==> src/hdl/apec_pkg.sv <==
// Function
// A firing threshold comparator sets the capture flip-flop of its own channel.
// Once any capture flip-flop is set, all capture inputs are blocked and the gate-control flip-flop is set.
// The shaped pulse reaches the converter only while the gate-control flip-flop is set.
// The gate stays open until the converter drives its ready line low, then the gate-control flip-flop clears.
// When ready returns high after conversion, the top bit of the result decides validity.
// A result with top bit zero clears the capture and converter outputs to the no-signal state.
// A result with top bit one is held until the next readout strobe and then copied to the telemetry register.
// After a transfer the converter and capture input logic are reset for the next pulse.
// A readout strobe seen while the converter is busy skips the transfer and keeps the held values.
// The converter resolves each gated pulse into one of 512 channels, a nine-bit result.
// Each telemetry period restarts the count-rate indicator at full scale, after which it decays.
// A top-bit-set result freezes the count-rate indicator until the readout strobe samples it.
// The telemetry side samples count and detector index ten times per second and housekeeping once per second.
// The telemetry output carries the nine-bit result and the encoded index of the set capture flip-flop.
// Simultaneous comparator firings capture only one channel by fixed priority, lowest index first.
package apec_pkg;
  // -------------------------------------------------------------
  // sizes and reset values
  // -------------------------------------------------------------
  localparam int          APEC_CHANNELS   = 10;
  localparam int          APEC_RESULT_W   = 9;
  localparam int          APEC_INDEX_W    = 4;
  localparam int          APEC_RATE_W     = 12;
  localparam int          APEC_DECAY_SH   = 8;
  localparam logic [3:0]  APEC_NO_INDEX   = 4'hF;
  localparam logic [8:0]  APEC_NO_RESULT  = 9'h000;
  localparam logic [11:0] APEC_RATE_FULL  = 12'hFFF;
  localparam logic [11:0] APEC_RATE_ZERO  = 12'h000;
  localparam logic [7:0]  APEC_DECAY_PERIOD = 8'hFF;

  // -------------------------------------------------------------
  // event sequence states
  // -------------------------------------------------------------
  typedef enum logic [3:0] {
    APEC_IDLE  = 4'h1,
    APEC_GATE  = 4'h2,
    APEC_CONV  = 4'h4,
    APEC_HOLD  = 4'h8
  } apec_state_type;
endpackage : apec_pkg
==> src/hdl/apec_capture.sv <==
`timescale 1ns/1ns
`default_nettype none
module apec_capture
  import apec_pkg::*;
#(
  parameter int CHANNELS = APEC_CHANNELS
) (
  input  wire logic                     clock,
  input  wire logic                     rst_n,
  input  wire logic [CHANNELS-1:0]      thresholdHit,
  input  wire logic                     converterReady,
  input  wire logic [APEC_RESULT_W-1:0] converterResult,
  input  wire logic                     readoutStrobe,
  output logic                          pulseGateEnable,
  output logic                          converterReset,
  output logic [CHANNELS-1:0]           captureFlags,
  output logic [APEC_RESULT_W-1:0]      particle_count_channel,
  output logic [APEC_INDEX_W-1:0]       detector_index_channel,
  output logic [APEC_RATE_W-1:0]        countRate,
  output logic                          telemetryValid
);
  // -------------------------------------------------------------
  // state record
  // -------------------------------------------------------------
  typedef struct packed {
    apec_state_type            state;
    logic [CHANNELS-1:0]       capture;
    logic                      gate;
    logic                      readyLast;
    logic [APEC_RESULT_W-1:0]  heldResult;
    logic [APEC_INDEX_W-1:0]   heldIndex;
    logic [APEC_RESULT_W-1:0]  outResult;
    logic [APEC_INDEX_W-1:0]   outIndex;
    logic                      outValid;
    logic                      convReset;
    logic [APEC_RATE_W-1:0]    rate;
    logic                      rateFrozen;
    logic [7:0]                decayCount;
    logic [APEC_RATE_W-1:0]    rateOut;
  } apec_regs_type;

  apec_regs_type r;
  apec_regs_type next_r;

  // -------------------------------------------------------------
  // priority pick and index encode
  // -------------------------------------------------------------
  logic [CHANNELS-1:0]     pick;
  logic [CHANNELS-1:0]     lower;
  logic [APEC_INDEX_W-1:0] pickIndex;

  genvar g;
  generate
    for (g = 0; g < CHANNELS; g++) begin : gPick
      if (g == 0) begin : gFirst
        assign lower[g] = 1'b0;
      end else begin : gRest
        assign lower[g] = lower[g-1] | thresholdHit[g-1];
      end
      assign pick[g] = thresholdHit[g] & ~lower[g];
    end
  endgenerate

  always_comb begin
    pickIndex = APEC_NO_INDEX;
    for (int i = CHANNELS - 1; i >= 0; i--) begin
      if (pick[i]) begin
        pickIndex = APEC_INDEX_W'(i);
      end
    end
  end

  // -------------------------------------------------------------
  // next state
  // -------------------------------------------------------------
  always_comb begin
    next_r = r;
    next_r.readyLast = converterReady;
    next_r.convReset = 1'b0;

    // indicator decays unless frozen by a valid result
    if (!r.rateFrozen) begin
      if (r.decayCount == APEC_DECAY_PERIOD) begin
        next_r.decayCount = 8'h00;
        next_r.rate = r.rate - (r.rate >> APEC_DECAY_SH) - APEC_RATE_W'(r.rate != APEC_RATE_ZERO);
      end else begin
        next_r.decayCount = r.decayCount + 8'h01;
      end
    end

    case (r.state)
      APEC_IDLE: begin
        // inputs blocked outside idle so only one pulse enters
        if (|thresholdHit) begin
          next_r.capture = pick;
          next_r.heldIndex = pickIndex;
          next_r.gate = 1'b1;
          next_r.state = APEC_GATE;
        end
      end
      APEC_GATE: begin
        if (!converterReady) begin
          next_r.gate = 1'b0;
          next_r.state = APEC_CONV;
        end
      end
      APEC_CONV: begin
        if (converterReady && !r.readyLast) begin
          if (converterResult[APEC_RESULT_W-1]) begin
            next_r.heldResult = converterResult;
            next_r.rateFrozen = 1'b1;
            next_r.state = APEC_HOLD;
          end else begin
            next_r.capture = '0;
            next_r.heldIndex = APEC_NO_INDEX;
            next_r.heldResult = APEC_NO_RESULT;
            next_r.convReset = 1'b1;
            next_r.state = APEC_IDLE;
          end
        end
      end
      APEC_HOLD: begin
        // ready low means busy: the held event waits for a later strobe
        if (readoutStrobe && converterReady) begin
          next_r.outResult = r.heldResult;
          next_r.outIndex = r.heldIndex;
          next_r.outValid = 1'b1;
          next_r.capture = '0;
          next_r.heldResult = APEC_NO_RESULT;
          next_r.heldIndex = APEC_NO_INDEX;
          next_r.convReset = 1'b1;
          next_r.state = APEC_IDLE;
        end
      end
      default: begin
        next_r.state = APEC_IDLE;
        next_r.gate = 1'b0;
      end
    endcase

    // every strobe samples the indicator and starts a new period
    if (readoutStrobe) begin
      next_r.rateOut = r.rate;
      next_r.rate = APEC_RATE_FULL;
      next_r.rateFrozen = 1'b0;
      next_r.decayCount = 8'h00;
      if (!(r.state == APEC_HOLD && converterReady)) begin
        next_r.outValid = 1'b0;
      end
    end
  end

  // -------------------------------------------------------------
  // registers
  // -------------------------------------------------------------
  always_ff @(posedge clock) begin
    if (!rst_n) begin
      r.state      <= APEC_IDLE;
      r.capture    <= '0;
      r.gate       <= 1'b0;
      r.readyLast  <= 1'b1;
      r.heldResult <= APEC_NO_RESULT;
      r.heldIndex  <= APEC_NO_INDEX;
      r.outResult  <= APEC_NO_RESULT;
      r.outIndex   <= APEC_NO_INDEX;
      r.outValid   <= 1'b0;
      r.convReset  <= 1'b0;
      r.rate       <= APEC_RATE_FULL;
      r.rateFrozen <= 1'b0;
      r.decayCount <= 8'h00;
      r.rateOut    <= APEC_RATE_ZERO;
    end else begin
      r <= next_r;
    end
  end

  assign pulseGateEnable        = r.gate;
  assign converterReset         = r.convReset;
  assign captureFlags           = r.capture;
  assign particle_count_channel = r.outResult;
  assign detector_index_channel = r.outIndex;
  assign countRate              = r.rateOut;
  assign telemetryValid         = r.outValid;
endmodule : apec_capture
`default_nettype wire

==> config.mk <==
export PLATFORM = sky130hd
export DESIGN_NAME = apec_capture
export DESIGN_NICKNAME = d
export VERILOG_FILES = /design/src/hdl/apec_pkg.sv /design/src/hdl/apec_capture.sv
export SDC_FILE = /design/constraint.sdc
export NUM_CORES = 1
export LEC_CHECK = 0
export ABC_AREA = 1
export BUFFER_PORTS_ARGS = -buffer_cell sky130_fd_sc_hd__buf_2
export CAP_MARGIN = 20
export CORE_MARGIN = 4
export CORE_UTILIZATION = 50
export DETAILED_ROUTE_END_ITERATION = 6
export PLACE_DENSITY = 0.82
export SYNTH_ARGS = -nofsm -noshare
export SYNTH_HDL_FRONTEND = slang
export SYNTH_SLANG_ARGS = --single-unit
==> constraint.sdc <==
create_clock -name clock -period 3.3 [get_ports clock]
set_input_delay 0.33 -clock clock [delete_from_list [all_inputs] [get_ports clock]]
set_output_delay 0.33 -clock clock [all_outputs]
set_load 0.02 [all_outputs]
### Word level (Yosys, flattened, before mapping)

Cells that the tools add are included.

| cells by class | value |
|---|---|
| add/subtract/negate cells | 3 |
| eq/ne operators | 10 |
| multiplexer cells | 34 |
| bitwise operators | 29 |
| reduce and logical (&&, ||, !) cells | 17 |

Operators with widths:

| kind | count |
|---|---|
| $mux W4 | 12 |
| $pmux W10 S3 | 1 |
| $mux W14 | 2 |
| $mux W28 | 1 |
| $pmux W9 S2 | 1 |
| $pmux W4 S4 | 1 |
| $mux W15 | 1 |
| $mux W13 | 1 |
| $not A1 Y1 | 12 |
| $pmux W4 S3 | 1 |
| $reduce_bool A12 Y1 | 1 |
| $sub A12 B1 Y12 | 1 |
| $sub A12 B4 Y12 | 1 |
| $mux W10 | 1 |
| $ne A2 B2 Y1 const B | 5 |
| $reduce_or A10 Y1 | 1 |
| $and A1 B1 Y1 | 9 |
| $mux W9 | 1 |
| $reduce_and A3 Y1 | 3 |
| $add A8 B1 Y8 const B | 1 |
| $eq A8 B8 Y1 const B | 1 |
| $mux W8 | 1 |
| $or A1 B1 Y1 | 8 |
| $mux W1 | 6 |
| 15 further kinds | 20 |

| storage, ports and cells | value |
|---|---|
| register bits after elaboration | 77 |
| bits of input ports | 23 |
| logic and storage cells | 107 |

### Longest topological paths before layout

Gate-level depths: netlist of run 1.

| logic depth | value |
|---|---|
| depth after elaboration | 22 |
| mapped depth | 19 |
| gate-level depth less buffers | 19 |

### Worst setup path after synthesis of run 1

OpenSTA, ideal clock, no wires.

| path | value |
|---|---|
| path type | register -> register |
| start | register r[27] (netlist name) |
| end | register r[31] (netlist name) |
| arrival time | 2.738 ns |
| data required time | 3.170 ns |
| slack | 0.432 ns |
| cell stages (with the launch flop) | 19 |
| path buffers | 0 |
| path through | dfxtp_1 > nor4_1 > nand4_1 > fa_1 > inv_1 > ha_1 > nor2_1 > inv_1 > fa_1 > inv_1 > nand2_1 > nand2_1 > nand2_1 > nand2_1 > inv_1 > nor2_2 > nand3_1 > nand2_1 > nand3_1 |

| on the way | value |
|---|---|
| word-level cells in the longest chain between the ends | 2 |
| elaborated cells between the ends (all ways) | 3 |

RTL lines:

| item | line | source |
|---|---|---|
| start: declaration | apec_capture.sv:42 | `apec_regs_type r;` |
| start signal: assignment | apec_capture.sv:173 | `r <= next_r;` |
| $sub A12 B4 Y12 / $reduce_bool A12 Y1 (equally long branches) | apec_capture.sv:85 | `next_r.rate = r.rate - (r.rate >> APEC_DECAY_SH) - APEC_RATE_W'(r.rate != APEC_RATE_ZERO);` |
| $sub A12 B1 Y12 (*) | apec_capture.sv:85 |  |

Every way passes the cells marked *; elsewhere a longest branch is shown, timed or not.
A chain may end at the register's enable or synchronous reset.

### Worst setup path after layout of run 1

Ends and elaborated chain as after synthesis.

==> summary.txt, run 1 <==
Run status
  • Status: finished, final reports clean

Global routing
  • Largest net degree at the start of global routing: 32
  • First-pass GRT wire length: approximately 13000 um
  • GR Util All Layers: 18.3%
  • Number of global-route vias before repair: 3094
  • Initial antenna violation count: 0
  • GR Overflow Total: 0

Timing
  • Slew margin rel.: between 60 and 70%
  • Fin crit share: about 93%
  • F_max: 0.328 GHz
  • Final Hold Fails: 0
  • Post-route setup slack: 247 ps
  • Endpoints failing setup: 0
  • Worst-Margin Slew: 524 ps
  • Fin. max-slew vios: 0
  • Setup TNS: 0 ps
  • RSZ-0062 raised after global routing: false
  • Clock Skew: 4.68 ps
  • Fin crit period: around 3000 ps

Layout
  • Final #Nets: 602
  • Area Growth Syn to Fin: 8.58%
  • Commonest non-fill, non-tap cell in the layout: nand2_1
  • # fillers: 700
  • Commonest non-fill, non-tap cells in the layout: nand2_1, dfxtp_1, nor2_1
  • Antenna cells: 0
  • Fraction of layout cells with a size suffix above 1: 16.7%

Hold path
  • Hold_sp: converterResult[8]
  • Hold path depth: 2
  • Hold worst-path end: converterReset
  • Hold crit path type: input port to flop

Floorplan
  • Initial Util: 52.3%
  • Total die area: 9170 um2
  • Top-Level Pins: 61
  • Die Span Y: 95.8 um
  • Row count: 31
  • Die W: 95.8 um
  • Core area: approximately 7400 um2

Clock network
  • Number of resized instances in the post-cts repair step: 0
  • Root buffer selected by CTS: clkbuf_8
  • Clock latency on the worst-skew pair: 340 ps
  • Num CTS Buffers: 9
  • CTS tree: yes
  • Buffer count from post-CTS setup fixing: 0
  • Hold buffers post-CTS: 0
  • Max clock buf depth: 2
  • Reg clk slew, reported paths: 80 ps
  • H-tree levels: 3
  • Clock sinks: 77

Synthesis
  • Xor and xnor area share after synthesis: 1.36%
  • Post-synthesis adder-cell area fraction: under 10%
  • Unique masters post-synth: 31
  • Synth Area in Compound Gates: under 10%
  • Multiplexer area fraction after synthesis: 0%
  • Mapped Avg Cell Area: 7.08 um2
  • Syn Nets: 577
  • Syn Inst Count: around 540
  • Syn Std Cell Area: between 3000 and 4000 um2
  • Post-synthesis register bit count: between 70 and 80
  • Yosys warnings: 0
  • Simple-gate area share of the yosys netlist: roughly 30%
  • Largest family of logic cells by synthesized area: simple AND/OR/NAND/NOR gates
  • Seq/Total Area, Yosys: 40.0%

Routing
  • Drt first-iter violations: 247
  • Detailed Routing Iterations Pass 1: 6
  • Via density: between 4 and 5
  • DRC Markers: 0
  • ANT nets after route: 0
  • WL final: around 8000 um
  • Routed len/inst: 12.0 um
  • Vias: around 3400

Run
  • Maxcap violations: 0

Critical path
  • CP top delay family: simple AND/OR/NAND/NOR gates
  • Required time of the worst setup path: 3530 ps
  • Critical Path Start Type: flop
  • WP buf/inv: 4
  • CP arrival: approximately 3300 ps
  • Crit Reg-Reg Startpoint: r[27]
  • Worst reg2reg endpoint: r[31]
  • Crit path largest cell delay: 530 ps
  • Type of the worst setup path: flop to flop
  • Crit-path max FO: 5
  • Crit path max-delay cell type: fa_1
  • Critical path's most frequent cell: nand2_1
  • FF-to-FF setup slack: 250 ps
  • Crit path cell chain: nor4_4 > nand4_1 > fa_1 > inv_1 > ha_1 > nor2_1 > inv_1 > fa_1 > inv_1 > nand2_1 > nand2_1 > nand2_1 > nand2_1 > inv_1 > nor2_2 > nand3_1 > nand2_1 > nand3_1
  • CP Capture Type: flop
  • R2r worst-path depth: 18

Pwr
  • VDD IR-drop max: between 0.0002 and 0.0003 V
  • Leakage: 2.10 nW
  • P per Cell Area: 510 nW/um2
  • Total power: between 2 and 2.5 mW

Placed design
  • DPL Wire Length: 5850 um
  • Number of port buffers: 60
  • Pre-CTS setup slack: about 180 ps
  • RePlAce Congestion: 0.939
[final cells by class]
cell class	count	area, um2	share of cell area, %
Clock inverter	5	60.1	1.44
Timing Repair Buffer	62	315	7.54
Sequential cell	77	1540	36.9
Clock buffer	11	141	3.38
Multi-Input combinational cell	355	1760	42.1
Inverter	64	240	5.75
Tap cell	99	124	2.96
[stage by stage]
step           util [%]  area, um2  std cells  hold slack [ps]
3_3_place_gp       53.7       3960        657              440
5_1_grt            56.7       4180        673              196
6_report           56.7       4180        673              201
4_1_cts            56.5       4160        673              186
2_1_floorplan         -       3850        544              430
3_5_place_dp       53.7       3960        657              445
[metal layers]
metal | GRT usage [%] | wire length, um | vias up
li1 | - | - | 1741
met1 | 23.5 | 3750 | 1498
met2 | 29.6 | 3720 | 109
met3 | 3.13 | 485 | 15
met4 | 8.65 | 139 | 0
met5 | 0 | 0 | -
[worst max path at each step]
stage,start,end,slack (ps),cells after the start
2_1_floorplan,r[27],r[31],430,18
4_1_cts,r[28],r[31],160,18
6_report,r[27],r[31],250,18
3_3_place_gp,r[27],r[31],190,18
3_5_place_dp,r[28],r[31],180,18
5_1_grt,r[27],r[27],0.3,18
[cells by family after synthesis]
family                   Yosys count
flip-flops                        77
buffers and inverters            112
AND/OR/NAND/NOR                  271
AO/OA/AOI/OAI                     68
adder cells (fa/ha/maj)           10
XOR/XNOR                           6
[cells in the mapped netlist]
library cell | count | area share [%]
inv_2 | 2 | 0.20
o21ai_0 | 30 | 3.9
buf_6 | 2 | 0.58
nand2_1 | 120 | 12
nand3_4 | 1 | 0.45
o41ai_1 | 1 | 0.23
ha_1 | 8 | 2.6
nand2_2 | 4 | 0.65
nor4_1 | 2 | 0.32
clkinv_1 | 1 | 0.097
buf_2 | 3 | 0.39
nand4_1 | 9 | 1.5
nor3_1 | 5 | 0.65
clkbuf_1 | 8 | 0.78
a21oi_1 | 31 | 4.0
nor2_2 | 4 | 0.65
fa_1 | 2 | 1.0
nor2_1 | 76 | 7.4
nor2_4 | 2 | 0.58
buf_4 | 35 | 6.8
dfxtp_1 | 77 | 40
nand3_1 | 39 | 5.1
xnor2_1 | 2 | 0.45
and3_1 | 1 | 0.16
xor2_1 | 4 | 0.91
nand3b_1 | 3 | 0.58
nor3b_1 | 1 | 0.20
o21bai_1 | 6 | 1.2
or2_2 | 1 | 0.16
nand3_2 | 3 | 0.78
inv_1 | 61 | 5.9
[report_power, final]
group          switching (mW)  internal [mW]
Sequential             0.0357          0.997
Clock                   0.346          0.372
Combinational           0.255          0.128
Total                   0.636           1.50
[sequential cells by signal, summed over array words and instances, names as in the netlist]
register	cells
pulseGateEnable	1
particle_count_channel	9
converterReset	1
telemetryValid	1
countRate	12
detector_index_channel	4
captureFlags	10
r	39
No activity file was read; power rests on OpenSTA's default activity.
==> run 2: changes to the inputs <==
--- a/config.mk
+++ b/config.mk
@@ -11,7 +11,7 @@
 export CORE_MARGIN = 4
 export CORE_UTILIZATION = 50
 export DETAILED_ROUTE_END_ITERATION = 6
-export PLACE_DENSITY = 0.82
+export PLACE_DENSITY = 0.72
 export SYNTH_ARGS = -nofsm -noshare
 export SYNTH_HDL_FRONTEND = slang
 export SYNTH_SLANG_ARGS = --single-unit
==> run 2 against run 1 <==
Against the previous run:
- first-iteration DRC count decreased by 38%
- maximum frequency rose by 1.1%
- sequential power about the same
- register-to-register slack improved by 30 ps
- critical path type unchanged
- critical endpoint unchanged
- largest cell class unchanged
==> summary.txt, run 2 (synthesis gave the netlist of run 1 again) <==
Routing
  • Via density: 5.00 (about the same)
  • DRC Markers: 0 (unchanged)
  • Vias: 3368 (+0.15%)
  • WL final: 7980 um (-1.5%)
  • Detailed Routing Iterations Pass 1: 5 (-1)
  • Drt first-iter violations: 152 (-38%)
  • ANT nets after route: 0 (unchanged)
  • Routed len/inst: 11.8 um (-1.7%)

Clock network
  • Root buffer selected by CTS: clkbuf_8
  • Number of resized instances in the post-cts repair step: 0 (unchanged)
  • Max clock buf depth: 2 (unchanged)
  • Clock latency on the worst-skew pair: 350 ps (about the same)
  • H-tree levels: 3 (unchanged)
  • Clock sinks: 77 (unchanged)
  • Num CTS Buffers: 9 (unchanged)
  • Buffer count from post-CTS setup fixing: 0 (unchanged)
  • Hold buffers post-CTS: 0 (unchanged)
  • Reg clk slew, reported paths: 80 ps (about the same)
  • CTS tree: yes

Pwr
  • P per Cell Area: 494 nW/um2 (-3.1%)
  • Sequential power share: 50.3% (+1.9 points)
  • Power Internal: 1.42 mW (-5.2%)
  • Total power: 2.05 mW (-3.8%)
  • Net Switching: 0.633 mW (-0.46%)
  • Clock share of power: 31.3% (-2.3 points)
  • VDD IR-drop max: 0.000271 V (+2.2%)
  • Leakage: 2.07 nW (-1.4%)
  • Comb power frac: 18.5% (+0.5 points)
  • Sw frac: 30.9% (+1.0 points)

Timing
  • F_max: 0.331 GHz (+1.1%)
  • Final Hold Fails: 0 (unchanged)
  • Fin crit share: 91.5% (-1.0 points)
  • Slew margin rel.: 63.5% (-1.5 points)
  • Fin. max-slew vios: 0 (unchanged)
  • Endpoints failing setup: 0 (unchanged)
  • Worst-Margin Slew: 547 ps (+22.5 ps)
  • Setup TNS: 0 ps (unchanged)
  • RSZ-0062 raised after global routing: false
  • Clock Skew: 10.6 ps (+5.90 ps)
  • Fin crit period: 3020 ps (-33.4 ps)

Floorplan
  • Row count: 31 (unchanged)
  • Total die area: 9170 um2 (unchanged)
  • Initial Util: 52.3% (unchanged)
  • Core area: 7370 um2 (unchanged)
  • Die Span Y: 95.8 um (unchanged)
  • Top-Level Pins: 61 (unchanged)
  • Die W: 95.8 um (unchanged)

Hold path
  • Hold crit path type: input port to flop
  • Hold worst-path end: converterReset
  • Hold path depth: 2 (unchanged)
  • Hold_sp: converterResult[8]

Critical path
  • FF-to-FF setup slack: 280 ps (+30 ps)
  • CP Capture Type: flop
  • CP arrival: 3260 ps (-30 ps)
  • R2r worst-path depth: 18 (unchanged)
  • Worst Setup SP: r[25]
  • Required time of the worst setup path: 3540 ps (about the same)
  • Worst reg2reg endpoint: r[31]
  • Type of the worst setup path: flop to flop
  • Critical Path Start Type: flop
  • Crit Reg-Reg Startpoint: r[25]
  • Crit-path max FO: 5 (unchanged)

Layout
  • Most flops, register: r
  • Antenna cells: 0 (unchanged)
  • Commonest non-fill, non-tap cells in the layout: nand2_1, dfxtp_1, nor2_1
  • Final #Nets: 603 (+0.17%)
  • Largest register FFs: 39 (unchanged)
  • Fraction of layout cells with a size suffix above 1: 16.7% (-0.029 points)
  • Area Growth Syn to Fin: 7.80%
  • Commonest non-fill, non-tap cell in the layout: nand2_1
  • Final cell count without fillers: 674 (+0.15%)
  • Final core occ: 56.3% (-0.41 points)

Global routing
  • Largest net degree at the start of global routing: 32 (unchanged)
  • GR Overflow Total: 0 (unchanged)
  • GR Util All Layers: 18.2% (-0.063 points)
  • Initial antenna violation count: 0 (unchanged)
  • Number of global-route vias before repair: 2964 (-4.2%)
  • First-pass GRT wire length: 13200 um (-0.31%)

Run
  • Maxcap violations: 0 (unchanged)

Placed design
  • Number of port buffers: 60 (unchanged)
  • Inst Count DP: 658 (+0.15%)
  • RePlAce Congestion: 0.914 (-2.7%)
  • DPL Wire Length: 5730 um (-2.1%)

Run status
  • Status: finished, final reports clean
==> run 2: cell types whose count changed in the layout (fill, tap and decap cells not counted), sizes merged <==
cell,before,now
buf,62,63
bufinv,1,0
clkinv,4,3
clkinvlp,1,3
==> run 2: worst max-delay path by stage <==
stage	cells after the start	endpoint
finish	18	r[31]
global route	18	r[31]
CTS	18	r[31]
detailed placement	18	r[31]
global placement	18	r[31]
floorplan	18	r[31]
==> run 2: per-stage QoR <==
stage	hold WS, ps	setup slack, ps	instance area, um2
2_1_floorplan	430	432	3850
3_3_place_gp	438	368	3970
3_5_place_dp	439	270	3970
4_1_cts	183	244	4150
5_1_grt	190	67.4	4150
6_report	203	281	4150
==> run 2: critical path, cell delays in order, from the launching register on <==
cell,delay [ps]
dfxtp_1,350
nor4_1,350
nand4_1,160
fa_1,530
inv_1,50
ha_1,170
nor2_1,110
inv_1,80
fa_1,390
inv_1,60
nand2_1,60
nand2_1,50
nand2_1,60
nand2_1,50
inv_1,60
nor2_2,160
nand3_1,90
nand2_1,60
nand3_1,60
==> run 2: final cells by class <==
cell class / instances / area [um2]
Timing Repair Buffer: 63 / 323
Clock inverter: 5 / 36.3
Tap cell: 99 / 124
Inverter: 64 / 240
Fill cell: 714 / 3220
Multi-Input combinational cell: 355 / 1750
Clock buffer: 11 / 141
Sequential cell: 77 / 1540
==> run 2: power groups by stage <==
stage / clock (mW) / sequential, mW / combinational [mW]
after CTS: 0.661 / 1.03 / 0.385
after floorplan: 0 / 1.05 / 0.355
after detailed placement: 0 / 1.05 / 0.381
after global placement: 0 / 1.05 / 0.375
after global routing: 0.703 / 1.04 / 0.432
final: 0.642 / 1.03 / 0.379
==> run 2: per-layer routing <==
metal / vias up / routed length (um) / GRT usage (%)
li1: 1739 / - / -
met1: 1526 / 3950 / 25.2
met2: 90 / 3450 / 27.9
met3: 13 / 474 / 4.22
met4: 0 / 99 / 6.16
met5: - / 0 / 0
==> run 3: changes to the inputs <==
--- a/config.mk
+++ b/config.mk
@@ -7,11 +7,13 @@
 export LEC_CHECK = 0
 export ABC_AREA = 1
 export BUFFER_PORTS_ARGS = -buffer_cell sky130_fd_sc_hd__buf_2
-export CAP_MARGIN = 20
+export CAP_MARGIN = 0
+export CELL_PAD_IN_SITES_DETAIL_PLACEMENT = 1
+export CELL_PAD_IN_SITES_GLOBAL_PLACEMENT = 1
 export CORE_MARGIN = 4
-export CORE_UTILIZATION = 50
+export CORE_UTILIZATION = 40
 export DETAILED_ROUTE_END_ITERATION = 6
-export PLACE_DENSITY = 0.72
+export PLACE_DENSITY = 0.79
 export SYNTH_ARGS = -nofsm -noshare
 export SYNTH_HDL_FRONTEND = slang
 export SYNTH_SLANG_ARGS = --single-unit
==> constraint.sdc (replaced) <==
create_clock -name clock -period 2.86 [get_ports clock]
set_input_delay 0.286 -clock clock [delete_from_list [all_inputs] [get_ports clock]]
set_output_delay 0.286 -clock clock [all_outputs]
set_load 0.02 [all_outputs]
==> run 3 against run 2 <==
Against the previous run:
- the flow now finishes with violations (negative setup slack)
- sequential share of layout area down 1.9 points
- sequential power up 16%
- final area grew 5.8%
- non-clock buffer count is 17 higher
- sequential cell count stayed put
==> summary.txt, run 3 (synthesis gave the netlist of run 1 again) <==
Placed design
  • RePlAce Congestion: 0.826 (-9.6%)
  • Dpl cell area: 4090 um2 (+3.0%)
  • Inst Count DP: 698 (+6.1%)
  • DPL Wire Length: 7030 um (+23%)
  • Number of port buffers: 60 (unchanged)

Critical path
  • Type of the worst setup path: flop to flop
  • Crit path largest cell delay: 550 ps (+20 ps)
  • CP Capture Type: flop
  • CP top delay family: simple AND/OR/NAND/NOR gates
  • Critical path's most frequent cell: nand2_2
  • Crit-path max FO: 4 (-1)
  • Required time of the worst setup path: 3050 ps (-490 ps)
  • Crit path max-delay cell type: fa_1
  • WP buf/inv: 4 (unchanged)
  • Crit path cell chain: nor4_4 > nand4_1 > fa_1 > inv_1 > ha_2 > nor2_4 > inv_2 > fa_2 > inv_2 > nand2_2 > nand2_2 > nand2_2 > nand2_2 > inv_2 > nor2_4 > nand3_2 > nand2_2 > nand3_2
  • Critical Path Start Type: flop
  • CP arrival: 3230 ps (-30 ps)

Routing
  • DRC Markers: 0 (unchanged)
  • Vias: 3481 (+3.4%)
  • Drt first-iter violations: 114 (-25%)
  • Routed len/inst: 13.5 um (+14%)
  • Detailed Routing Iterations Pass 1: 5 (unchanged)
  • Via density: 4.83 (-3.4%)
  • ANT nets after route: 0 (unchanged)
  • WL final: 9770 um (+22%)

Pwr
  • Comb power frac: 18.0% (-0.5 points)
  • Sw frac: 31.2% (+0.33 points)
  • P per Cell Area: 564 nW/um2 (+14%)
  • Power Internal: 1.71 mW (+20%)
  • Net Switching: 0.774 mW (+22%)
  • VDD IR-drop max: 0.000410 V (+51%)
  • Sequential power share: 48.0% (-2.3 points)
  • Clock share of power: 34.0% (+2.7 points)
  • Leakage: 2.17 nW (+5.0%)

Clock network
  • H-tree levels: 3 (unchanged)
  • Root buffer selected by CTS: clkbuf_8
  • Clock sinks: 77 (unchanged)
  • CTS tree: yes
  • Reg clk slew, reported paths: 100 ps (+20 ps)
  • Max clock buf depth: 2 (unchanged)
  • Num CTS Buffers: 9 (unchanged)
  • Clock latency on the worst-skew pair: 360 ps (about the same)
  • Hold buffers post-CTS: 0 (unchanged)

Global routing
  • GR Util All Layers: 18.4% (+0.17 points)
  • Initial antenna violation count: 0 (unchanged)
  • Number of global-route vias before repair: 3581 (+21%)
  • First-pass GRT wire length: 16800 um (+27%)
  • GR Overflow Total: 0 (unchanged)
  • Largest net degree at the start of global routing: 32 (unchanged)

Floorplan
  • Core area: 9330 um2 (+27%)
  • Row count: 35 (+13%)
  • Top-Level Pins: 61 (unchanged)
  • Initial Util: 41.3% (-11 points)
  • Die W: 106 um (+11%)
  • Die Span Y: 106 um (+11%)
  • Total die area: 11300 um2 (+23%)

Timing
  • F_max: 0.328 GHz (-0.86%)
  • Post-route setup slack: -185 ps (-466 ps)
  • Clock Skew: 18.6 ps (+8.07 ps)
  • Worst-Margin Slew: 997 ps (+450 ps)
  • Final Hold Fails: 0 (unchanged)
  • Endpoints failing setup: 4 (+4)
  • Fin crit share: 106% (+15 points)
  • Slew margin rel.: 33.3% (-30 points)
  • Fin crit period: 3050 ps (+26.2 ps)
  • Fin. max-slew vios: 0 (unchanged)
  • Final hold slack: 159 ps (-43.3 ps)
  • RSZ-0062 raised after global routing: true
  • Setup TNS: -519 ps (-519 ps)

Layout
  • Reg area: 1550 um2 (+0.32%)
  • Commonest non-fill, non-tap cell in the layout: nand2_1
  • Antenna cells: 0 (unchanged)
  • Final non-filler cell area: 4390 um2 (+5.8%)
  • Area Growth Syn to Fin: 14.1%
  • Final cell count without fillers: 721 (+7.0%)
  • Largest register FFs: 39 (unchanged)
  • Fraction of layout cells with a size suffix above 1: 21.8% (+5.1 points)
  • Multi-input gate area: 1800 um2 (+3.0%)
  • Commonest non-fill, non-tap cells in the layout: nand2_1, nor2_1, dfxtp_1
  • # fillers: 1236 (+73%)
  • Final #Nets: 620 (+2.8%)
  • Most flops, register: r

Run status
  • Status: finished with violations
  • Failing checks: negative setup slack

Hold path
  • Hold crit path type: input port to flop

Run
  • Maxcap violations: 0 (unchanged)
==> run 3: changes by cell type in the layout (fill, tap and decap cells not counted), moves of 3 or more <==
cell	previous run	this run
buf_4	3	20
nand2_1	120	115
nand2_2	4	9
inv_1	61	58
inv_2	2	5
==> run 3: worst register-to-register path: cells and delay by family (launching register included) <==
family | cells | cell delay (ps)
flip-flops | 1 | 370
AND/OR/NAND/NOR | 11 | 1220
buffers and inverters | 4 | 230
adder cells (fa/ha/maj) | 3 | 1070
==> run 3: area by class of cell <==
type	instances	share of cell area, %
Tap cell	129	3.67
Clock buffer	10	2.90
Clock inverter	6	1.59
Inverter	64	5.47
Multi-Input combinational cell	355	40.9
Sequential cell	77	35.2
Timing Repair Buffer	80	10.3
==> run 3: timing repair <==
action,CTS,global route
buffers inserted,6,1
resized for setup,8,13
pin swaps,1,9
endpoints found under the setup margin,4,7
==> run 3: power groups by stage <==
| stage | Combinational [mW] | Sequential [mW] | Clock [mW] |
|---|---|---|---|
| after floorplan | 0.410 | 1.21 | 0 |
| after global placement | 0.439 | 1.21 | 0 |
| after detailed placement | 0.452 | 1.22 | 0 |
| after CTS | 0.457 | 1.19 | 0.868 |
| after global routing | 0.518 | 1.20 | 0.911 |
| final | 0.447 | 1.19 | 0.842 |
==> run 3: path summary, 6_finish.rpt <==
kind | cells past startpoint | startpoint | slack, ps | endpoint
setup / recovery | 18 | r[30] | -190 | r[31]
hold / removal | 2 | converterResult[8] | 160 | converterReset
setup reg to reg | 18 | r[30] | -190 | r[31]
hold reg to reg | 2 | r[58] | 470 | r[58]
==> run 3: metal layers <==
layer | routed length [um] | track usage [%] | vias up
met5 | 0 | 0 | -
met4 | 210 | 6.75 | 0
met3 | 338 | 3.04 | 17
met2 | 4410 | 30.1 | 70
met1 | 4810 | 24.3 | 1620
li1 | - | - | 1774
==> run 3: per-stage QoR <==
stage	setup slack, ps	power, mW	util (%)
after floorplan	70.5	1.62	-
after global placement	-81.0	1.65	43.8
after detailed placement	-264	1.67	43.8
after CTS	-83.2	2.52	46.7
after global routing	-419	2.63	47.1
final	-185	2.48	47.1
